`src/rtl/cfe_pkg.sv`:
```
/*
  Shared definitions for the CAN filter and transmit-event block: message RAM
  word layouts, event and filter codes, configuration and result carriers.
  Assumes a 32-bit message RAM addressed in words and a single host clock.
*/
package cfe_pkg;

  // identifier widths
  localparam int ID_W = 29;
  localparam int STD_ID_W = 11;
  localparam int STD_ID_LSB = 18; // a standard id sits in id[28:18]

  // event type codes of the transmit-event record
  localparam logic [1:0] ET_TX = 2'h1;
  localparam logic [1:0] ET_CANCEL = 2'h2;

  // filter type codes
  localparam logic [1:0] FT_RANGE = 2'h0;
  localparam logic [1:0] FT_DUAL = 2'h1;
  localparam logic [1:0] FT_CLASSIC = 2'h2;
  localparam logic [1:0] FT_OFF = 2'h3; // disabled (std), unmasked range (ext)

  // filter element action codes
  localparam logic [2:0] ACT_DISABLE = 3'h0;
  localparam logic [2:0] ACT_FIFO0 = 3'h1;
  localparam logic [2:0] ACT_FIFO1 = 3'h2;
  localparam logic [2:0] ACT_REJECT = 3'h3;
  localparam logic [2:0] ACT_PRIO = 3'h4;
  localparam logic [2:0] ACT_PRIO_FIFO0 = 3'h5;
  localparam logic [2:0] ACT_PRIO_FIFO1 = 3'h6;
  localparam logic [2:0] ACT_EXACT = 3'h7;

  // exact-match routing codes
  localparam logic [1:0] ROUTE_RXBUF = 2'h0;

  // timestamp and data length constants
  localparam logic [15:0] TS_STEP = 16'h0001;
  localparam logic [3:0] PRE_STEP = 4'h1;
  localparam logic [3:0] DLC_CLASSIC_MAX = 4'h8;
  localparam logic [6:0] BYTES_CLASSIC_MAX = 7'h08;

  // list walk constants
  localparam logic [15:0] ADDR_STEP = 16'h0001;
  localparam logic [7:0] IDX_STEP = 8'h01;

  // filter walk state, one-hot
  typedef enum logic [3:0] {
    ST_IDLE = 4'b0001,
    ST_CAP0 = 4'b0010,
    ST_CAP1 = 4'b0100,
    ST_EVAL = 4'b1000
  } cfe_fsm_t;

  // frame description handed over when a transmission completes
  typedef struct packed {
    logic esi;
    logic xtd;
    logic rtr;
    logic [28:0] id;
    logic [7:0] message_marker;
    logic store_event;
    logic cancel_req;
    logic fdf;
    logic brs;
    logic [3:0] dlc;
  } cfe_tx_frame_t;

  // first and second word of a transmit-event record
  typedef struct packed {
    logic esi;
    logic xtd;
    logic rtr;
    logic [28:0] id;
  } cfe_evt_w0_t;

  typedef struct packed {
    logic [7:0] message_marker;
    logic [1:0] event_type;
    logic fdf;
    logic brs;
    logic [3:0] dlc;
    logic [15:0] tx_timestamp;
  } cfe_evt_w1_t;

  // standard filter word and the two extended filter words
  typedef struct packed {
    logic [1:0] std_filter_type;
    logic [2:0] std_filter_action;
    logic [10:0] std_first_id;
    logic [4:0] rsvd;
    logic [10:0] std_second_id;
  } cfe_std_word_t;

  typedef struct packed {
    logic [2:0] ext_filter_action;
    logic [28:0] ext_first_id;
  } cfe_ext_w0_t;

  typedef struct packed {
    logic [1:0] ext_filter_type;
    logic rsvd;
    logic [28:0] ext_second_id;
  } cfe_ext_w1_t;

  // low 11 bits of the second id under the exact-match action
  typedef struct packed {
    logic [1:0] route;
    logic [2:0] fe_enable;
    logic [5:0] offset;
  } cfe_exact_cfg_t;

  // filter configuration
  typedef struct packed {
    logic [15:0] std_filter_list_base;
    logic [7:0] std_count;
    logic [15:0] ext_filter_list_base;
    logic [6:0] ext_count;
    logic [15:0] rx_buffer_base;
    logic [28:0] global_ext_and_mask;
  } cfe_filt_cfg_t;

  // filter decision
  typedef struct packed {
    logic matched;
    logic ext;
    logic [6:0] index;
    logic [2:0] action;
    logic priority_set;
    logic [1:0] route;
    logic [15:0] buf_addr;
  } cfe_rx_result_t;

  // high priority match status
  typedef struct packed {
    logic ext;
    logic [6:0] index;
    logic [1:0] dest; // 00 none, 01 fifo 0, 10 fifo 1
  } cfe_hpm_status_t;

  // payload size from data length code and frame format
  function automatic logic [6:0] cfe_dlc_bytes(input logic [3:0] dlc, input logic fd);
    logic [6:0] b;
    b = {3'h0, dlc};
    if (dlc > DLC_CLASSIC_MAX) begin
      if (!fd) begin
        b = BYTES_CLASSIC_MAX;
      end else begin
        case (dlc)
          4'h9: b = 7'h0C;
          4'hA: b = 7'h10;
          4'hB: b = 7'h14;
          4'hC: b = 7'h18;
          4'hD: b = 7'h20;
          4'hE: b = 7'h30;
          default: b = 7'h40;
        endcase
      end
    end
    return b;
  endfunction

endpackage

```
`src/rtl/cfe_id_match.sv`:
```
/*
  Identifier comparator for one filter element: range, dual, classic mask
  and exact match. Purely combinational; the caller applies any global mask
  and decides whether the element is enabled.
*/
`timescale 1ns/100ps
module cfe_id_match (
  input wire logic [28:0] rx_id,
  input wire logic [28:0] id1,
  input wire logic [28:0] id2,
  input wire logic [1:0] ftype,
  input wire logic exact,
  output logic hit
);

  // compare the received id against the element
  always_comb begin
    hit = 1'b0;
    if (exact) begin
      hit = (rx_id == id1);
    end else begin
      case (ftype)
        cfe_pkg::FT_DUAL: hit = (rx_id == id1) || (rx_id == id2);
        cfe_pkg::FT_CLASSIC: hit = (((rx_id ^ id1) & id2) == '0);
        default: hit = (rx_id >= id1) && (rx_id <= id2); // range, both ends inclusive
      endcase
    end
  end

endmodule

```
`src/rtl/cfe_filter_core.sv`:
```
/*
  Transmit-event record builder and acceptance filter walker of a CAN
  controller. Event records are written to the message RAM through a write
  strobe; filter elements are fetched from the message RAM over a read port
  with no read latency. All inputs come from logic on CLK.
*/
`timescale 1ns/100ps
module cfe_filter_core (
  input wire logic CLK,
  input wire logic RST_N,
  input wire logic [3:0] TIMESTAMP_PRESCALER,
  input wire logic NO_AUTO_RETRANSMIT_MODE,
  input wire logic TX_SOF,
  input wire logic TX_DONE,
  input wire cfe_pkg::cfe_tx_frame_t TX_FRAME,
  output logic EVT_WR,
  output logic [31:0] EVT_WORD0,
  output logic [31:0] EVT_WORD1,
  output logic [6:0] EVT_BYTES,
  input wire cfe_pkg::cfe_filt_cfg_t FILT_CFG,
  input wire logic RX_START,
  input wire logic [28:0] RX_ID,
  input wire logic RX_XTD,
  output logic RX_BUSY,
  output logic RAM_RD,
  output logic [15:0] RAM_ADDR,
  input wire logic [31:0] RAM_RDATA,
  output logic RES_VALID,
  output cfe_pkg::cfe_rx_result_t RES,
  input wire logic HPM_CLEAR,
  input wire logic HPM_IE,
  output logic HIGH_PRIORITY_MATCH_FLAG,
  output logic HPM_IRQ,
  output cfe_pkg::cfe_hpm_status_t HIGH_PRIORITY_STATUS,
  output logic [2:0] FILTER_EVENT_PULSES
);

  // complete state of the block
  typedef struct packed {
    cfe_pkg::cfe_fsm_t fsm;
    logic [3:0] pre_cnt;
    logic [15:0] ts;
    logic [15:0] sof_ts;
    logic evt_wr;
    cfe_pkg::cfe_evt_w0_t evt_w0;
    cfe_pkg::cfe_evt_w1_t evt_w1;
    logic [6:0] evt_bytes;
    logic [28:0] rx_id;
    logic rx_xtd;
    logic [7:0] idx;
    logic [31:0] w0;
    logic [31:0] w1;
    logic ram_rd;
    logic [15:0] ram_addr;
    logic busy;
    logic res_valid;
    cfe_pkg::cfe_rx_result_t res;
    logic hpm_flag;
    logic hpm_irq;
    cfe_pkg::cfe_hpm_status_t hpm_stat;
    logic [2:0] fe;
  } cfe_state_t;

  cfe_state_t state_reg;
  cfe_state_t state_next;

  // decoded view of the fetched element
  cfe_pkg::cfe_std_word_t std_w;
  cfe_pkg::cfe_ext_w0_t ext_w0;
  cfe_pkg::cfe_ext_w1_t ext_w1;
  cfe_pkg::cfe_exact_cfg_t exact_cfg;
  logic [2:0] act;
  logic [1:0] ftype;
  logic [28:0] id1;
  logic [28:0] id2;
  logic [28:0] cmp_id;
  logic exact;
  logic enabled;
  logic hit;
  logic last_elem;
  logic [7:0] list_count;

  // message RAM word address of element idx in the standard or extended list
  function automatic logic [15:0] elem_addr(input logic ext, input logic [7:0] idx,
                                            input cfe_pkg::cfe_filt_cfg_t cfg);
    logic [15:0] a;
    if (ext) begin
      a = cfg.ext_filter_list_base + {7'h00, idx, 1'b0};
    end else begin
      a = cfg.std_filter_list_base + {8'h00, idx};
    end
    return a;
  endfunction

  // split the fetched words into element fields
  always_comb begin
    std_w = cfe_pkg::cfe_std_word_t'(state_reg.w0);
    ext_w0 = cfe_pkg::cfe_ext_w0_t'(state_reg.w0);
    ext_w1 = cfe_pkg::cfe_ext_w1_t'(state_reg.w1);
    if (state_reg.rx_xtd) begin
      act = ext_w0.ext_filter_action;
      ftype = ext_w1.ext_filter_type;
      id1 = ext_w0.ext_first_id;
      id2 = ext_w1.ext_second_id;
      list_count = {1'b0, FILT_CFG.ext_count};
    end else begin
      act = std_w.std_filter_action;
      ftype = std_w.std_filter_type;
      id1 = {18'h00000, std_w.std_first_id};
      id2 = {18'h00000, std_w.std_second_id};
      list_count = FILT_CFG.std_count;
    end
    exact = (act == cfe_pkg::ACT_EXACT);
    exact_cfg = cfe_pkg::cfe_exact_cfg_t'(id2[10:0]);
    // global mask on extended ids, left off for the unmasked range type
    if (!state_reg.rx_xtd) begin
      cmp_id = {18'h00000, state_reg.rx_id[cfe_pkg::ID_W-1:cfe_pkg::STD_ID_LSB]};
    end else if (!exact && ftype == cfe_pkg::FT_OFF) begin
      cmp_id = state_reg.rx_id;
    end else begin
      cmp_id = state_reg.rx_id & FILT_CFG.global_ext_and_mask;
    end
    // action 000 and standard type 11 outside exact match both skip the element
    enabled = (act != cfe_pkg::ACT_DISABLE) &&
              !(!state_reg.rx_xtd && !exact && ftype == cfe_pkg::FT_OFF);
    last_elem = ((state_reg.idx + cfe_pkg::IDX_STEP) >= list_count);
  end

  // id comparison for the current element
  cfe_id_match u_match (
    .rx_id(cmp_id),
    .id1(id1),
    .id2(id2),
    .ftype(ftype),
    .exact(exact),
    .hit(hit)
  );

  // next-state logic: timestamp, event records, filter walk, priority flag
  always_comb begin
    logic hpm_set;
    cfe_pkg::cfe_evt_w0_t w0;
    cfe_pkg::cfe_evt_w1_t w1;
    hpm_set = 1'b0;
    w0 = '0;
    w1 = '0;
    state_next = state_reg;
    state_next.evt_wr = 1'b0;
    state_next.res_valid = 1'b0;
    state_next.ram_rd = 1'b0;
    state_next.fe = 3'h0;

    // timestamp counter advancing once per prescaler period
    if (state_reg.pre_cnt >= TIMESTAMP_PRESCALER) begin
      state_next.pre_cnt = 4'h0;
      state_next.ts = state_reg.ts + cfe_pkg::TS_STEP;
    end else begin
      state_next.pre_cnt = state_reg.pre_cnt + cfe_pkg::PRE_STEP;
    end
    if (TX_SOF) begin
      state_next.sof_ts = state_reg.ts;
    end

    // one record per completed frame that asks for an event, in completion order
    if (TX_DONE && TX_FRAME.store_event) begin
      w0.esi = TX_FRAME.esi;
      w0.xtd = TX_FRAME.xtd;
      w0.rtr = TX_FRAME.rtr;
      if (TX_FRAME.xtd) begin
        w0.id = TX_FRAME.id;
      end else begin
        w0.id = {TX_FRAME.id[cfe_pkg::ID_W-1:cfe_pkg::STD_ID_LSB], 18'h00000};
      end
      w1.message_marker = TX_FRAME.message_marker;
      if (TX_FRAME.cancel_req || NO_AUTO_RETRANSMIT_MODE) begin
        w1.event_type = cfe_pkg::ET_CANCEL;
      end else begin
        w1.event_type = cfe_pkg::ET_TX;
      end
      w1.fdf = TX_FRAME.fdf;
      w1.brs = TX_FRAME.brs;
      w1.dlc = TX_FRAME.dlc;
      w1.tx_timestamp = state_reg.sof_ts;
      state_next.evt_w0 = w0;
      state_next.evt_w1 = w1;
      state_next.evt_bytes = cfe_pkg::cfe_dlc_bytes(TX_FRAME.dlc, TX_FRAME.fdf);
      state_next.evt_wr = 1'b1;
    end

    // acceptance filter walk
    case (state_reg.fsm)
      cfe_pkg::ST_IDLE: begin
        if (RX_START) begin
          state_next.rx_id = RX_ID;
          state_next.rx_xtd = RX_XTD;
          state_next.idx = 8'h00;
          if ((RX_XTD && FILT_CFG.ext_count == 7'h00) ||
              (!RX_XTD && FILT_CFG.std_count == 8'h00)) begin
            // empty list: answer at once with no match
            state_next.res_valid = 1'b1;
            state_next.res = '0;
            state_next.res.ext = RX_XTD;
          end else begin
            state_next.busy = 1'b1;
            state_next.ram_rd = 1'b1;
            state_next.ram_addr = elem_addr(RX_XTD, 8'h00, FILT_CFG);
            state_next.fsm = cfe_pkg::ST_CAP0;
          end
        end
      end
      cfe_pkg::ST_CAP0: begin
        state_next.w0 = RAM_RDATA;
        if (state_reg.rx_xtd) begin
          // second word of the extended element
          state_next.ram_rd = 1'b1;
          state_next.ram_addr = state_reg.ram_addr + cfe_pkg::ADDR_STEP;
          state_next.fsm = cfe_pkg::ST_CAP1;
        end else begin
          state_next.fsm = cfe_pkg::ST_EVAL;
        end
      end
      cfe_pkg::ST_CAP1: begin
        state_next.w1 = RAM_RDATA;
        state_next.fsm = cfe_pkg::ST_EVAL;
      end
      cfe_pkg::ST_EVAL: begin
        if (enabled && hit) begin
          // first enabled matching element ends the walk
          state_next.res.matched = 1'b1;
          state_next.res.ext = state_reg.rx_xtd;
          state_next.res.index = state_reg.idx[6:0];
          state_next.res.action = act;
          state_next.res.priority_set = (act == cfe_pkg::ACT_PRIO) ||
                                        (act == cfe_pkg::ACT_PRIO_FIFO0) ||
                                        (act == cfe_pkg::ACT_PRIO_FIFO1);
          state_next.res.route = exact ? exact_cfg.route : cfe_pkg::ROUTE_RXBUF;
          state_next.res.buf_addr = 16'h0000;
          if (exact && exact_cfg.route == cfe_pkg::ROUTE_RXBUF) begin
            state_next.res.buf_addr = FILT_CFG.rx_buffer_base +
                                      {10'h000, exact_cfg.offset};
          end
          if (exact) begin
            state_next.fe = exact_cfg.fe_enable;
          end
          if (state_next.res.priority_set) begin
            hpm_set = 1'b1;
            state_next.hpm_stat.ext = state_reg.rx_xtd;
            state_next.hpm_stat.index = state_reg.idx[6:0];
            state_next.hpm_stat.dest = act[1:0];
          end
          state_next.res_valid = 1'b1;
          state_next.busy = 1'b0;
          state_next.fsm = cfe_pkg::ST_IDLE;
        end else if (last_elem) begin
          // end of list without a match
          state_next.res = '0;
          state_next.res.ext = state_reg.rx_xtd;
          state_next.res_valid = 1'b1;
          state_next.busy = 1'b0;
          state_next.fsm = cfe_pkg::ST_IDLE;
        end else begin
          // next element in list order
          state_next.idx = state_reg.idx + cfe_pkg::IDX_STEP;
          state_next.ram_rd = 1'b1;
          state_next.ram_addr = elem_addr(state_reg.rx_xtd,
                                          state_reg.idx + cfe_pkg::IDX_STEP, FILT_CFG);
          state_next.fsm = cfe_pkg::ST_CAP0;
        end
      end
      default: begin
        state_next.fsm = cfe_pkg::ST_IDLE;
        state_next.busy = 1'b0;
      end
    endcase

    // sticky priority flag; a new match beats a clear in the same cycle
    state_next.hpm_flag = hpm_set | (state_reg.hpm_flag & ~HPM_CLEAR);
    state_next.hpm_irq = state_next.hpm_flag & HPM_IE;
  end

  // state register
  always_ff @(posedge CLK) begin
    if (!RST_N) begin
      state_reg <= '0;
      state_reg.fsm <= cfe_pkg::ST_IDLE;
    end else begin
      state_reg <= state_next;
    end
  end

  // outputs straight from the state register
  assign EVT_WR = state_reg.evt_wr;
  assign EVT_WORD0 = state_reg.evt_w0;
  assign EVT_WORD1 = state_reg.evt_w1;
  assign EVT_BYTES = state_reg.evt_bytes;
  assign RX_BUSY = state_reg.busy;
  assign RAM_RD = state_reg.ram_rd;
  assign RAM_ADDR = state_reg.ram_addr;
  assign RES_VALID = state_reg.res_valid;
  assign RES = state_reg.res;
  assign HIGH_PRIORITY_MATCH_FLAG = state_reg.hpm_flag;
  assign HPM_IRQ = state_reg.hpm_irq;
  assign HIGH_PRIORITY_STATUS = state_reg.hpm_stat;
  assign FILTER_EVENT_PULSES = state_reg.fe; // one clock per exact match

endmodule

```
`config.mk`:
```
export PLATFORM = sky130hd
export DESIGN_NAME = cfe_filter_core
export DESIGN_NICKNAME = d
export VERILOG_FILES = /design/src/rtl/cfe_pkg.sv /design/src/rtl/cfe_id_match.sv /design/src/rtl/cfe_filter_core.sv
export SDC_FILE = /design/constraint.sdc
export NUM_CORES = 1
export LEC_CHECK = 0
export BUFFER_PORTS_ARGS = -buffer_cell sky130_fd_sc_hd__clkbuf_2
export CAP_MARGIN = 10
export CORE_MARGIN = 2
export CORE_UTILIZATION = 50
export DETAILED_ROUTE_END_ITERATION = 7
export PLACE_DENSITY_LB_ADDON = 0.08
export REMOVE_ABC_BUFFERS = 1
export SYNTH_ARGS = -nofsm -noshare
export SYNTH_HDL_FRONTEND = slang
export SYNTH_HIERARCHICAL = 1
export SYNTH_SLANG_ARGS = --single-unit
```
`constraint.sdc`:
```
create_clock -name CLK -period 4.45 [get_ports CLK]
set_input_delay 0.445 -clock CLK [delete_from_list [all_inputs] [get_ports CLK]]
set_output_delay 0.445 -clock CLK [all_outputs]
set_load 0.03 [all_outputs]
```
==> out/metrics.yaml, run 1 <==
clocking:
  cts_buffer_depth: 3
  insertion_delay_ns: 0.52
  cts.clk_slew.worst_paths_ns: 0.06
  clockRootBuffer: "clkbuf_16"
  cts_sinks: 278
  tritoncts: "yes"
  htreeDepth: 2
  cts_buffers: 34
power_and_ir_drop:
  irDropWorstVdd_mv: 0.2738
  total_leakage_power_nw: 8.282
  clkPwrFrac_pct: 39.6
  seqPwrFrac_pct: 37.2
  power_frac_comb_pct: 23.1
  power_density_mw_per_mm2: 387.9
  p_int_mw: 5.142
  finalPower_mw: 7.423
  swShare_pct: 30.72
  netSwitchingPower_mw: 2.281
sta:
  hold_viol: 0
  max_freq_ghz: 0.2370
  min_period_ns: 4.220
  maxSlewHeadroom_pct: 23.59
  finalMaxSlewViolations: 0
  fin_skew_ns: 0.01914
  post-route-period-util_pct: 94.83
  timing.setup.tns_ns: 0
  worst_pin_slew_ns: 1.146
  finalSetupViolCount: 0
  hold_slack_ns: 0.1431
setup_path:
  cp_max_fo: 12
  cp.arrival_ns: 4.67
  crit_path_end_kind: "flip-flop"
  crit_path_max_incr_delay_ns: 0.39
  crit_path_top_delay_cell: "a2111o_1"
  worst-r2r-setup-slack_ns: 0.23
  worstPathRequired_ns: 4.90
  cp-start-kind: "flip-flop"
  path_class: "reg2reg"
  cpLargestDelayFamily: "compound AO/OA/AOI/OAI gates"
  worst-path-buf-inv: 3
  crit_chain: "nand2_1 > nor2_1 > a31oi_2 > nor2_4 > buf_12 > o211ai_1 > o21ai_1 > ha_1 > and3_1 > a211oi_2 > o21ai_2 > a2111o_1 > a211oi_2 > nor2b_1 > o21ai_2 > o31ai_2 > a21oi_2 > buf_4 > nor3_4 > buf_4 > nor4_1 > o221a_2"
grt:
  grt.total_usage_pct: 26.71
  overflow: 0
  grt_max_degree: 109
  grt_antenna_before_repair: 3
  first_global_vias: 13920
  grt_pass1_wl_um: 72840
logic_synthesis:
  netlist_top_cells_count: "nand2_1, dfxtp_1, a21oi_1"
  synth_most_common_cell: "nand2_1"
  synth-edff-count: 0
  async_reset_ff_share_pct: 0
  synth_flop_cell: "dfxtp_1"
  synthTopCellsByArea: "dfxtp_1, nand2_1, ha_1"
  yosysTopAreaCellShare_pct: 34.35
  synth_cell_types: 85
  synth_top_area_cell: "dfxtp_1"
  seq_area_frac_synth_pct: 34.35
  synth-seq-cells: 278
  yosysWarnings: 6
  avgSynthCellArea_um2: 8.061
  syn_inst: 2010
  syn_area_mm2: 0.01620
route:
  finalWirelength_um: 46930
  vias: 14540
  drt-initial-drc-count: 779
  wl_per_cell_um: 17.54
  drtPass1Iterations: 7
  drc_errors: 0
  ant_nets: 0
  viasPerCell: 5.435
placement:
  gp_congestion: 0.9342
  portBuffers: 350
  dp_hpwl_um: 34280
  placed_cell_area_mm2: 0.01768
die:
  initial_utilization_pct: 51.08
  coreArea_mm2: 0.03172
  die_h_um: 184.0
  pin_count: 351
  rows: 65
  dieArea_mm2: 0.03386
  die_width_um: 184.0
final_layout:
  largest_reg_flops: 78
  fin_util_pct: 60.33
  drive_above_1_share_pct: 25.53
  nets: 2564
  areaGrowthSynthToFinish_pct: 18.10
  fin_area_mm2: 0.01914
min_path:
  min_path_type: "in2reg"
flow_run:
  cap_violations: 0
run_status:
  status: "finished, final reports clean"
-- layout by cell type, fill, tap and decap left out, drive strengths merged, types with 41 or more instances in the layout --
| cell type | instances |
|---|---|
| clkbuf | 399 |
| nand2 | 365 |
| dfxtp | 278 |
| a21oi | 220 |
| nor2 | 116 |
| ha | 100 |
| inv | 93 |
| buf | 84 |
| nand3 | 53 |
| mux2i | 52 |
| and2 | 48 |
| o21ai | 47 |
| xnor2 | 41 |
-- path summary, 6_finish.rpt --
check                                  from                     endpoint  depth (start not counted)
setup reg to reg    ext_w0[30]$_SDFFE_PN0P_         RX_BUSY$_SDFFE_PN0P_                         22
setup / recovery    ext_w0[30]$_SDFFE_PN0P_         RX_BUSY$_SDFFE_PN0P_                         22
hold reg to reg   EVT_WORD0[3]$_SDFFE_PN0P_    EVT_WORD0[3]$_SDFFE_PN0P_                          2
hold / removal                     RX_ID[1]  state_reg[139]$_SDFFE_PN0P_                          3
-- power by group through the flow --
stage / combinational [mW] / sequential (mW) / clock [mW]
2_1_floorplan: 0.879 / 2.92 / 0
3_3_place_gp: 1.61 / 2.81 / 0
3_5_place_dp: 1.63 / 2.81 / 0
4_1_cts: 1.64 / 2.76 / 3.00
5_1_grt: 1.87 / 2.78 / 3.09
6_report: 1.72 / 2.76 / 2.94
-- logic make-up after synthesis --
logic type / after synthesis / synth area share [%]
simple gates: 706 / 20.36
flops: 278 / 34.35
mux: 79 / 5.089
fa+ha+maj: 103 / 8.093
buf+inv: 328 / 10.94
compound gates: 440 / 17.06
xor+xnor: 76 / 4.108
-- metal layers --
| layer | up-vias | GRT usage (%) | wire length (um) |
|---|---|---|---|
| li1 | 7270 | - | - |
| met1 | 6784 | 34.35 | 20680 |
| met2 | 399 | 44.86 | 22110 |
| met3 | 86 | 5.784 | 2931 |
| met4 | 4 | 7.968 | 1171 |
| met5 | - | 0 | 30 |
-- cell type report --
type                            instances  area (um2)
Fill cell                            2956       12580
Multi-Input combinational cell       1404        9000
Sequential cell                       278        5572
Timing Repair Buffer                  437        2515
Clock buffer                           46       967.2
Tap cell                              402       503.0
Inverter                               92       350.3
Clock inverter                         15       224.0
Antenna cell                            2       5.005
-- timing repair --
item                                    in CTS  in global routing
gates cloned                                 0                  4
pin swaps                                    1                  9
resized for setup                            3                 33
buffers inserted                             1                  3
hold buffers                                 0                  0
endpoints found under the setup margin      17                 68
-- stage by stage --
stage	worst slack [ns]	cells
after floorplan	-2.730	1774
after global placement	-0.4827	2605
after detailed placement	-0.6378	2605
after CTS	0.004678	2667
after global routing	-0.04038	2674
final	0.2299	2676
-- worst register-to-register path, delay by kind of cell (launching register included) --
family	cells	cell delay, ns
simple gates	7	0.87
flops	1	0.33
fa+ha+maj	1	0.36
buf+inv	3	0.52
compound gates	11	2.09
Power figures use the tool's default switching activity.
==> inputs of run 2 (changes only) <==
--- a/config.mk
+++ b/config.mk
@@ -5,10 +5,11 @@
 export SDC_FILE = /design/constraint.sdc
 export NUM_CORES = 1
 export LEC_CHECK = 0
+export ABC_AREA = 1
 export BUFFER_PORTS_ARGS = -buffer_cell sky130_fd_sc_hd__clkbuf_2
 export CAP_MARGIN = 10
 export CORE_MARGIN = 2
-export CORE_UTILIZATION = 50
+export CORE_UTILIZATION = 51
 export DETAILED_ROUTE_END_ITERATION = 7
 export PLACE_DENSITY_LB_ADDON = 0.08
 export REMOVE_ABC_BUFFERS = 1
==> run 2 against run 1 <==
Against the previous run: worst hold slack lost 0.051 ns; maximum frequency grew 3.6%; worst setup slack gained 0.15 ns; wire length grew 6.7%; via count grew 16%; largest cell class unchanged.
==> out/metrics.yaml, run 2 <==
run_status:
  status: "finished, final reports clean"
sta:
  maxSlewHeadroom_pct: 33.54  # +9.9 points
  fin_skew_ns: 0.01810  # -0.001036 ns
  worst_pin_slew_ns: 0.9916  # -0.1546 ns
  finalMaxSlewViolations: 0  # unchanged
  finalSetupViolCount: 0  # unchanged
  min_period_ns: 4.074  # -0.1464 ns
  max_freq_ghz: 0.2455  # +3.6%
  grt_setup_unrepaired: "yes"
  post-route-period-util_pct: 91.54  # -3.3 points
  hold_viol: 0  # unchanged
logic_synthesis:
  synth-edff-count: 0  # unchanged
  syn_inst: 2683  # +33%
  synth-seq-cells: 278  # unchanged
  synth_flop_cell: "dfxtp_1"
  syn_area_mm2: 0.01739  # +7.4%
  yosysWarnings: 6  # unchanged
  synth_top_area_cell: "dfxtp_1"
  netlist_top_cells_count: "nand2_1, nor2_1, inv_1"
  seq_area_frac_synth_pct: 32.00  # -2.4 points
  async_reset_ff_share_pct: 0  # unchanged
  synth_most_common_cell: "nand2_1"
  avgSynthCellArea_um2: 6.483  # -20%
  synthTopCellsByArea: "dfxtp_1, nand2_1, nor2_1"
  synth_cell_types: 50  # -41%
  yosysTopAreaCellShare_pct: 32.00  # -2.4 points
die:
  die_h_um: 188.7  # +2.5%
  pin_count: 351  # unchanged
  rows: 67  # +3.1%
  dieArea_mm2: 0.03560  # +5.1%
  coreArea_mm2: 0.03353  # +5.7%
  die_width_um: 188.7  # +2.5%
  initial_utilization_pct: 51.87  # +0.79 points
placement:
  dp_hpwl_um: 38110  # +11%
  place_inst: 3267  # +25%
  gp_congestion: 0.9423  # +0.87%
  portBuffers: 350  # unchanged
  placed_cell_area_mm2: 0.01846  # +4.4%
route:
  wl_met2_um: 24150  # +9.2%
  vias: 16860  # +16%
  drt-initial-drc-count: 980  # +26%
  viasPerCell: 5.067  # -6.8%
  wl_per_cell_um: 15.04  # -14%
  drc_errors: 0  # unchanged
  drt-met1-wl_um: 21710  # +5.0%
  wl_met3_um: 2996  # +2.2%
  finalWirelength_um: 50070  # +6.7%
  drtPass1Iterations: 7  # unchanged
  ant_nets: 0  # unchanged
  top_layer_used: "met5"
grt:
  grt.total_usage_pct: 27.19  # +0.47 points
  grt_max_degree: 79  # -28%
  overflow: 0  # unchanged
  first_global_vias: 15800  # +13%
  grt_antenna_before_repair: 7  # +4
  grt_pass1_wl_um: 79290  # +8.9%
clocking:
  cts_buffers: 30  # -12%
  cts_sinks: 278  # unchanged
  cts_buffer_depth: 3  # unchanged
  postCtsHoldBufs: 0  # unchanged
  cts.clk_slew.worst_paths_ns: 0.06  # about the same
  htreeDepth: 1  # -1
  tritoncts: "yes"
  insertion_delay_ns: 0.58  # +0.06 ns
  clockRootBuffer: "clkbuf_16"
setup_path:
  cp-start-kind: "flip-flop"
  path_class: "reg2reg"
  crit_path_max_incr_delay_ns: 0.40  # about the same
  crit_path_top_delay_cell: "ha_1"
  worst-path-buf-inv: 6  # +3
  worstPathRequired_ns: 4.95  # +0.05 ns
  crit_path_end_kind: "flip-flop"
  cp.arrival_ns: 4.57  # -0.10 ns
  cpLargestDelayFamily: "simple AND/OR/NAND/NOR gates"
  cp_max_fo: 15  # +3
  path_common_cell: "nand2_1"
final_layout:
  fin_cells: 3328  # +24%
  nets: 3172  # +24%
  fin_area_mm2: 0.01946  # +1.7%
  final_cell_mix: "nand2_1, nor2_1, clkbuf_2"
  mostFrequentLayoutCell: "nand2_1"
  areaGrowthSynthToFinish_pct: 11.88
  largest_reg_flops: 78  # unchanged
  drive_above_1_share_pct: 16.87  # -8.7 points
flow_run:
  cap_violations: 0  # unchanged
power_and_ir_drop:
  total_leakage_power_nw: 9.793  # +18%
  irDropWorstVdd_mv: 0.2853  # +4.2%
  power_density_mw_per_mm2: 375.6  # -3.2%
min_path:
  min_path_type: "in2reg"
## run 2: metrics by stage
step	total power, mW	TNS (ns)	hold WS [ns]	worst slack, ns	util, %
finish	7.310	0	0.09248	0.3763	58.03
CTS	7.354	0	0.06797	0.2595	57.83
floorplan	4.288	-140.85	0.4294	-2.027	-
global route	7.775	-0.4368	0.08945	-0.06140	58.03
detailed placement	4.980	0	0.4520	0.3038	55.05
global placement	4.955	0	0.4451	0.3554	55.05
## run 2: cell type report
class                   count  area (um2)
flip-flops and latches    278        5569
fillers                  3418       14070
well taps                 448       560.5
multi-input cells        1847        9204
clock inverters             9       73.82
repair buffers            373        1952
inverters                 324        1224
diodes                      5       12.51
clock buffers              43       859.6
repair inverters            1       5.005
## run 2: path summary, 6_finish.rpt
kind | startpoint | cells after the start | slack (ns) | end
worst max-delay path | state_reg[137]$_SDFFE_PN0P_ | 28 | 0.38 | HIGH_PRIORITY_STATUS[5]$_SDFFE_PN0P_
worst max register to register | state_reg[137]$_SDFFE_PN0P_ | 28 | 0.38 | HIGH_PRIORITY_STATUS[5]$_SDFFE_PN0P_
worst min-delay path | TX_FRAME[31] | 3 | 0.09 | EVT_WORD0[15]$_SDFFE_PN0P_
worst min register to register | RES[1]$_SDFFE_PN0P_ | 2 | 0.46 | RES[1]$_SDFFE_PN0P_
## run 2: routing by layer
layer | vias to the layer above | GRT usage, %
met5 | - | 0
met2 | 454 | 47.41
met3 | 78 | 3.632
li1 | 8725 | -
met4 | 2 | 8.233
met1 | 7603 | 34.88
## run 2: cells by family after synthesis
group | count (synthesis) | synth area share [%]
xor gates and xnor gates | 17 | 0.8560
DFF | 278 | 32.00
adders and majority gates | 103 | 7.538
buffers and inverters | 558 | 15.18
muxes | 12 | 0.7337
and+or+nand+nor | 1243 | 29.48
AOI/OAI and AO/OA | 472 | 14.21
## run 2: worst min-delay path, cell delays in order
cell and delay [ns]:
clkbuf_2 0.08, nand2_1 0.05, a21oi_1 0.05
## run 2: where the power goes
group | leakage [nW] | internal, mW | switching [mW]
registers | 2.27 | 2.67 | 0.152
clock network | 0.464 | 1.34 | 1.03
logic | 7.06 | 0.711 | 1.41
## run 2: repair_timing
action                                  4_1_cts  5_1_grt
gates resized for setup                       0        4
setup buffers                                 0        3
endpoints found under the setup margin        0       22
